<file path="config.mk">
export PLATFORM = sky130hd
export DESIGN_NAME = ssp_core
export DESIGN_NICKNAME = d
export VERILOG_FILES = /design/src/core/ssp_pkg.sv /design/src/core/ssp_core.sv
export SDC_FILE = /design/constraint.sdc
export NUM_CORES = 1
export LEC_CHECK = 0
export BUFFER_PORTS_ARGS = -buffer_cell sky130_fd_sc_hd__clkbuf_2
export CAP_MARGIN = 20
export CORE_ASPECT_RATIO = 0.6
export CORE_MARGIN = 4
export CORE_UTILIZATION = 50
export DETAILED_ROUTE_END_ITERATION = 7
export HOLD_SLACK_MARGIN = 0.08
export MAX_ROUTING_LAYER = met4
export PLACE_DENSITY = 0.75
export SYNTH_ARGS = -nofsm -noshare
export SYNTH_HDL_FRONTEND = slang
export SYNTH_SLANG_ARGS = --single-unit
</file>
<file path="constraint.sdc">
create_clock -name mclk -period 2.15 [get_ports mclk]
set_clock_uncertainty 0.1 [all_clocks]
set_input_delay 0.3225 -clock mclk [delete_from_list [all_inputs] [get_ports mclk]]
set_output_delay 0.3225 -clock mclk [all_outputs]
set_load 0.01 [all_outputs]
</file>
<file path="src/core/ssp_pkg.sv">
`default_nettype none

package ssp_pkg;

    // clock and instruction cycle timing
    localparam int MCLK_PERIOD_NS = 5;
    localparam int TC_PERIOD_NS   = 20;
    localparam int TC_CLKS        = (TC_PERIOD_NS + MCLK_PERIOD_NS - 1) / MCLK_PERIOD_NS;

    // widths
    localparam int ADDR_W  = 8;
    localparam int DATA_W  = 8;
    localparam int SHIFT_W = 8;
    localparam int CNT_W   = 4;
    localparam int HALF_W  = 8;

    // shift clock half periods in mclk cycles
    localparam logic [HALF_W-1:0] HALF_TC2 = HALF_W'(TC_CLKS);
    localparam logic [HALF_W-1:0] HALF_TC4 = HALF_W'(2 * TC_CLKS);
    localparam logic [HALF_W-1:0] HALF_TC8 = HALF_W'(4 * TC_CLKS);

    // last bit index of a byte transfer
    localparam logic [CNT_W-1:0] LAST_BIT = 4'h7;

    // register offsets
    localparam logic [ADDR_W-1:0] OFS_MAIN_CONTROL = 8'h00;
    localparam logic [ADDR_W-1:0] OFS_STATUS_WORD  = 8'h04;
    localparam logic [ADDR_W-1:0] OFS_SHIFT_DATA   = 8'h08;
    localparam logic [ADDR_W-1:0] OFS_INT_STATUS   = 8'h0C;
    localparam logic [ADDR_W-1:0] OFS_INT_MASK     = 8'h10;

    // field positions
    localparam int BUSY_BIT = 0;
    localparam int DONE_BIT = 0;

    // reset values
    localparam logic [DATA_W-1:0] CTRL_RESET  = 8'h00;
    localparam logic [DATA_W-1:0] SHIFT_RESET = 8'h00;

    // main control register, bit 0 at the bottom
    typedef struct packed {
        logic [1:0] rsv;
        logic       clock_phase_select;
        logic       sck_cfg;
        logic       sdo_cfg;
        logic       clock_rate_sel_high;
        logic       clock_rate_sel_low;
        logic       serial_port_select;
    } ssp_ctrl_s;

    // register bus request
    typedef struct packed {
        logic [ADDR_W-1:0] addr;
        logic [DATA_W-1:0] wdata;
        logic              wr;
        logic              rd;
    } ssp_req_s;

    // link pins toward the pads
    typedef struct packed {
        logic sck_out;
        logic sck_oe;
        logic sdo_out;
        logic sdo_oe;
    } ssp_pins_s;

    typedef enum logic {
        ST_IDLE  = 1'b0,
        ST_SHIFT = 1'b1
    } ssp_state_e;

    // half period of the master shift clock
    function automatic logic [HALF_W-1:0] half_clks(input logic rate_hi, input logic rate_lo);
        if (rate_hi) begin
            return HALF_TC8;
        end else if (rate_lo) begin
            return HALF_TC4;
        end else begin
            return HALF_TC2;
        end
    endfunction : half_clks

endpackage : ssp_pkg

`default_nettype wire

</file>
<file path="src/core/ssp_core.sv">
// Behaviour
// - eight-bit shift register with in, out, clock
// - internal clock is master, external is slave
// - port works only with select bit set
// - master rate 2, 4 or 8 cycles
// - busy write starts; cleared after eight bits
// - software busy clear stops shifting early
// - enabled interrupt on eight-bit completion
// - shift clock rests low when idle
// - master makes clock and starts exchanges
// - clock pin direction follows master or slave
// - pin config: internal clock, driven output
// - normal: sample rising, shift falling
// - alternate: sample falling, drive rising
// - phase flag in bit five, resets clear
`default_nettype none

module ssp_core (
    input  wire logic                        mclk,
    input  wire logic                        srst,
    input  wire ssp_pkg::ssp_req_s           bus_req,
    output logic [ssp_pkg::DATA_W-1:0]       rd_data,
    input  wire logic                        sck_in,
    input  wire logic                        sdi_in,
    output var ssp_pkg::ssp_pins_s           pins,
    output logic                             irq
);
    import ssp_pkg::*;

    ssp_ctrl_s               ctrl_r;
    ssp_state_e              state_r;
    logic [SHIFT_W-1:0]      shreg_r;
    logic [CNT_W-1:0]        bit_cnt_r;
    logic [HALF_W-1:0]       div_cnt_r;
    logic [HALF_W-1:0]       half;
    logic                    sck_r;
    logic                    sdo_r;
    logic                    in_lat_r;
    logic                    done_sts_r;
    logic                    done_msk_r;
    logic                    sck_s1_r;
    logic                    sck_s2_r;
    logic                    sck_s3_r;
    logic                    sdi_s1_r;
    logic                    sdi_s2_r;
    logic                    active;
    logic                    master;
    logic                    div_end;
    logic                    m_rise;
    logic                    m_fall;
    logic                    s_rise;
    logic                    s_fall;
    logic                    lead;
    logic                    trail;
    logic                    done_pulse;
    logic                    cancel;
    logic                    wr_ctrl;
    logic                    wr_stat;
    logic                    wr_data;
    logic                    wr_ists;
    logic                    wr_imsk;
    logic [DATA_W-1:0]       rd_nxt;

    // register decode
    assign wr_ctrl = bus_req.wr && (bus_req.addr == OFS_MAIN_CONTROL);
    assign wr_stat = bus_req.wr && (bus_req.addr == OFS_STATUS_WORD);
    assign wr_data = bus_req.wr && (bus_req.addr == OFS_SHIFT_DATA);
    assign wr_ists = bus_req.wr && (bus_req.addr == OFS_INT_STATUS);
    assign wr_imsk = bus_req.wr && (bus_req.addr == OFS_INT_MASK);
    assign cancel  = wr_stat && !bus_req.wdata[BUSY_BIT];

    // link input synchronisers
    always_ff @(posedge mclk) begin
        if (srst) begin
            sck_s1_r <= 1'b0;
            sck_s2_r <= 1'b0;
            sck_s3_r <= 1'b0;
            sdi_s1_r <= 1'b0;
            sdi_s2_r <= 1'b0;
        end else begin
            sck_s1_r <= sck_in;
            sck_s2_r <= sck_s1_r;
            sck_s3_r <= sck_s2_r;
            sdi_s1_r <= sdi_in;
            sdi_s2_r <= sdi_s1_r;
        end
    end

    // control register
    always_ff @(posedge mclk) begin
        if (srst) begin
            ctrl_r <= CTRL_RESET;
        end else if (wr_ctrl) begin
            ctrl_r <= bus_req.wdata;
        end
    end

    assign active = (state_r == ST_SHIFT) && ctrl_r.serial_port_select;
    assign master = ctrl_r.sck_cfg;
    assign half   = half_clks(ctrl_r.clock_rate_sel_high, ctrl_r.clock_rate_sel_low);
    assign div_end = (div_cnt_r == half - HALF_W'(1));

    // master shift clock generator
    always_ff @(posedge mclk) begin
        if (srst || !active || !master || cancel) begin
            sck_r     <= 1'b0;
            div_cnt_r <= '0;
        end else if (div_end) begin
            sck_r     <= ~sck_r;
            div_cnt_r <= '0;
        end else begin
            div_cnt_r <= div_cnt_r + HALF_W'(1);
        end
    end

    // edge events, master from own clock, slave from synced pin
    assign m_rise = active && master && div_end && !sck_r;
    assign m_fall = active && master && div_end && sck_r;
    assign s_rise = active && !master && sck_s2_r && !sck_s3_r;
    assign s_fall = active && !master && !sck_s2_r && sck_s3_r;
    assign lead   = m_rise || s_rise;
    assign trail  = m_fall || s_fall;
    assign done_pulse = trail && (bit_cnt_r == LAST_BIT);

    // busy state
    always_ff @(posedge mclk) begin
        if (srst) begin
            state_r <= ST_IDLE;
        end else if (wr_stat) begin
            state_r <= bus_req.wdata[BUSY_BIT] ? ST_SHIFT : ST_IDLE;
        end else if (done_pulse) begin
            state_r <= ST_IDLE;
        end
    end

    // bit counter
    always_ff @(posedge mclk) begin
        if (srst || state_r == ST_IDLE) begin
            bit_cnt_r <= '0;
        end else if (trail) begin
            bit_cnt_r <= bit_cnt_r + CNT_W'(1);
        end
    end

    // input latch for normal phase
    always_ff @(posedge mclk) begin
        if (srst) begin
            in_lat_r <= 1'b0;
        end else if (lead && !ctrl_r.clock_phase_select) begin
            in_lat_r <= sdi_s2_r;
        end
    end

    // shift register
    always_ff @(posedge mclk) begin
        if (srst) begin
            shreg_r <= SHIFT_RESET;
        end else if (wr_data) begin
            shreg_r <= bus_req.wdata;
        end else if (trail) begin
            if (ctrl_r.clock_phase_select) begin
                shreg_r <= {shreg_r[SHIFT_W-2:0], sdi_s2_r};
            end else begin
                shreg_r <= {shreg_r[SHIFT_W-2:0], in_lat_r};
            end
        end
    end

    // serial output
    always_ff @(posedge mclk) begin
        if (srst) begin
            sdo_r <= 1'b0;
        end else if (!active) begin
            sdo_r <= shreg_r[SHIFT_W-1];
        end else if (ctrl_r.clock_phase_select && lead) begin
            sdo_r <= shreg_r[SHIFT_W-1];
        end else if (!ctrl_r.clock_phase_select && trail) begin
            sdo_r <= shreg_r[SHIFT_W-2];
        end
    end

    // interrupt status and mask
    always_ff @(posedge mclk) begin
        if (srst) begin
            done_sts_r <= 1'b0;
        end else if (done_pulse) begin
            done_sts_r <= 1'b1;
        end else if (wr_ists && bus_req.wdata[DONE_BIT]) begin
            done_sts_r <= 1'b0;
        end
    end

    always_ff @(posedge mclk) begin
        if (srst) begin
            done_msk_r <= 1'b0;
        end else if (wr_imsk) begin
            done_msk_r <= bus_req.wdata[DONE_BIT];
        end
    end

    assign irq = done_sts_r && done_msk_r;

    // read data, one cycle after the strobe
    always_comb begin
        rd_nxt = '0;
        unique case (bus_req.addr)
            OFS_MAIN_CONTROL: rd_nxt = ctrl_r;
            OFS_STATUS_WORD:  rd_nxt[BUSY_BIT] = (state_r == ST_SHIFT);
            OFS_SHIFT_DATA:   rd_nxt = shreg_r;
            OFS_INT_STATUS:   rd_nxt[DONE_BIT] = done_sts_r;
            OFS_INT_MASK:     rd_nxt[DONE_BIT] = done_msk_r;
            default:          rd_nxt = '0;
        endcase
    end

    always_ff @(posedge mclk) begin
        if (srst) begin
            rd_data <= '0;
        end else if (bus_req.rd) begin
            rd_data <= rd_nxt;
        end else begin
            rd_data <= '0;
        end
    end

    // pin drive
    always_comb begin
        pins.sck_out = sck_r;
        pins.sck_oe  = ctrl_r.serial_port_select && ctrl_r.sck_cfg;
        pins.sdo_out = sdo_r;
        pins.sdo_oe  = ctrl_r.serial_port_select && ctrl_r.sdo_cfg;
    end

    // checks
    logic [HALF_W-1:0] hi_len_r;
    logic [HALF_W-1:0] lo_len_r;

    always_ff @(posedge mclk) begin
        if (srst || !sck_r) begin
            hi_len_r <= '0;
        end else begin
            hi_len_r <= hi_len_r + HALF_W'(1);
        end
    end

    // low phase length of the master clock
    always_ff @(posedge mclk) begin
        if (srst || sck_r || !active || !master) begin
            lo_len_r <= '0;
        end else begin
            lo_len_r <= lo_len_r + HALF_W'(1);
        end
    end
endmodule : ssp_core

`default_nettype wire

</file>
==> metrics.yaml <==
worst_setup_path:
  worst_path_largest_cell_delay_ps: 400
  reg2reg_from: "ctrl_r[2]"
  worst-r2r-cell-count: 10
  crit_chain: "inv_4 -> ha_4 -> xnor2_2 -> a21oi_2 -> nand4_2 -> o31a_1 -> buf_12 -> buf_8 -> mux2i_2 -> a211oi_2"
  critical_path_peak_fanout: 6
  crit_path_end_kind: "register"
  arrival_ps: 2170
  worst-r2r-setup-slack_ps: 50
  critPathKind: "register to register"
  required_ps: 2220
  worstSetupStartpoint: "ctrl_r[2]"
  worstReg2RegEnd: "shreg_r[6]"
  critical_path.slowest_cell: "dfxtp_4"
  setup_crit_start_kind: "register"
global_routing:
  grt_overflow: 0
  initial_antenna_violation_count: 0
  via_count_of_the_first_global_routing_pass: 1646
  gr-usage-all-layers_pct: 20.21
  grt_first_pass_wirelength_um: 8238
  grt_start_max_net_pins: 31
finish:
  finish.net_count: 308
  mostFrequentLayoutCells: "43 x dfxtp_1, 34 x clkbuf_2, 30 x nor2_1"
  fraction_of_layout_cells_with_a_size_suffix_above_1_pct: 27.46
  fillCellCount: 376
  finish.cell_count_without_fillers: 344
  syn2layout_area_growth_pct: 24.79
  insertedDiodeCount: 0
  final_common_cell: "dfxtp_1"
drt:
  route.antenna.remaining_nets: 0
  detailroute.via_count: 1813
  dr.pass1.iters: 4
  detail_route.iter0.violations: 126
  routedWlPerCell_um: 14.41
  vias_per_cell: 5.270
  drc: 0
  wirelength_um: 4956
placement:
  place_worst_setup_slack_ps: -14.70
  place.gp.congestion: 0.9063
  io_buffers: 34
  post-dp-hpwl_um: 3465
  place.detailed.instances: 333
timing:
  finalCriticalPeriod_ps: 2103
  setup_viol_count_final: 0
  hold_viol: 0
  final_max_slew_viol_count: 0
  max_slew_margin_pct: 64.51
  timing.final.crit_share_pct: 97.79
  worst-slew-pin-transition_ps: 531.1
  rsz0062_at_grt: "yes"
  pnr_worst_setup_slack_ps: 47.49
  fmaxAchievable_mhz: 475.6
synthesis:
  synth.area.top_cells: "dfxtp_1 44%, mux2i_1 5.7%, nor2_1 5.3%"
  post_synth_edffs: 0
  asyncSetResetFlopFracSynth_pct: 0
  synth.avg_cell_area_um2: 8.831
  post_synthesis_compound_gate_area_fraction_pct: 14.58
  synth-simple-area-share_pct: 23.91
  synth.yosys.warnings: 0
  synthMuxAreaShare_pct: 6.198
  synth_cells: 240
  synth.largest_area_cell: "dfxtp_1"
  yosys_most_used_dff: "dfxtp_1"
  synth_xor_area_share_pct: 4.132
  yosys.area.top_type_share_pct: 44.39
  yosysSeqAreaShare_pct: 44.39
  combinational_family_with_the_most_area_after_synthesis: "simple AND/OR/NAND/NOR gates"
  yosys.area_share.adder_pct: 1.771
  synthesis.area_um2: 2120
  synth-seq-cells: 47
  yosysUniqueCellTypes: 42
  synth_nets: 265
clock_network:
  clk_pin_slew_worst_paths_ps: 90
  clock_latency_ps: 290
  clockRootBuffer: "clkbuf_8"
  cts_max_path_buffers: 2
  cts_inserted_buffers: 5
  htreeDepth: 2
  cts_tree: "built"
  cts_sinks: 47
floorplanning:
  fp.dieH_um: 58.43
  fp-row-count: 18
  die_width_um: 92.06
  initial_core_util_pct: 51.71
  ioPinCount: 35
  die_area_um2: 5379
  core_region_area_um2: 4099
pwr:
  power_w: 0.001691
  power.ir.vdd_worst_v: 0.0004050
  leakagePower_nw: 1.062
  power.density_cell_area_nw_per_um2: 639.3
min_path:
  worstHoldPathType: "input port to register"
  hp-start: "sck_in"
  worstHoldEndpoint: "sck_s1_r"
  hold_path_depth: 2
flow_run:
  max-cap-violations: 0
outcome:
  status: "finished, final reports clean"
## kinds of logic after synthesis
family / count (synthesis)
AND/OR/NAND/NOR: 98
flip-flops: 47
AO/OA/AOI/OAI: 45
buffers and inverters: 24
multiplexers: 13
XOR/XNOR: 10
adder cells (fa/ha/maj): 3
## metrics by stage
step           hold slack (ps)  area (um^2)  util (%)  setup TNS (ps)
6_report                 131.0         2645     64.53               0
5_1_grt                  152.6         2645     64.53          -296.3
4_1_cts                  122.1         2626     64.07          -3.834
3_5_place_dp             322.0         2422     59.10          -33.12
3_3_place_gp             315.6         2422     59.10               0
2_1_floorplan            313.8         2131         -          -7.066
## cell usage after synthesis, types with 2 or more instances
master,n
dfxtp_1,47
nor2_1,30
a21oi_1,15
nand2_1,15
nand3_1,15
clkbuf_1,12
mux2i_1,12
a22oi_1,8
a211oi_1,7
inv_1,7
nor2b_1,7
xor2_1,7
nand2b_1,6
o21ai_0,5
nor3b_1,4
and2_1,3
and3_1,3
ha_1,3
nor3_1,3
o21a_1,3
xnor2_1,3
buf_4,2
o211ai_1,2
o31a_1,2
or3_1,2
## flip-flops by register name (all words and copies together) (netlist names), 4 cells and up
signal,cells
div_cnt_r,8
rd_data,8
shreg_r,8
bit_cnt_r,4
ctrl_r,7
## where the power goes
group	internal, W	switching, W
combinational	0.0000262	0.0000337
clock	0.000463	0.000292
sequential	0.000873	0.00000257
total	0.00136	0.000329
## final cells by class
type                       count  area, um^2  share of cell area, %
multi-input combinational    169        1111                  42.01
sequential                    47       948.4                  35.86
timing repair buffer          53       345.3                  13.06
tap                           60       75.07                  2.838
clock buffer                   5       68.82                  2.602
clock inverter                 3       67.56                  2.554
inverter                       7       28.78                  1.088
## metal layers
layer	GRT usage (%)	part of all wire, %	vias to the layer above
met5	-	0	-
met4	5.497	0.67	0
met3	5.109	7.0	5
met2	28.01	41	57
met1	29.19	51	834
li1	-	-	917
## how the worst max path moves through the flow
stage / end / cells past startpoint
after CTS: shreg_r[6] / 10
after detailed placement: bit_cnt_r[3] / 9
after global placement: bit_cnt_r[3] / 9
after global routing: shreg_r[4] / 10
after floorplan: shreg_r[6] / 10
final: shreg_r[6] / 10
## critical path: cells and delay by family (launching register included)
| family | cells | cell delay [ps] |
|---|---|---|
| AO/OA/AOI/OAI | 3 | 510 |
| XOR/XNOR | 1 | 130 |
| adder cells (fa/ha/maj) | 1 | 210 |
| buffers and inverters | 3 | 330 |
| flip-flops | 1 | 400 |
| multiplexers | 1 | 210 |
| AND/OR/NAND/NOR | 1 | 100 |
## repair_timing
| action | 4_1_cts | 5_1_grt |
|---|---|---|
| setup endpoints to repair | 3 | 14 |
| buffers inserted | 3 | 0 |
| hold buffers | 0 | 0 |
| pin swaps | 10 | 6 |
| gates resized for setup | 12 | 6 |
No activity file was read; power rests on OpenSTA's default activity.
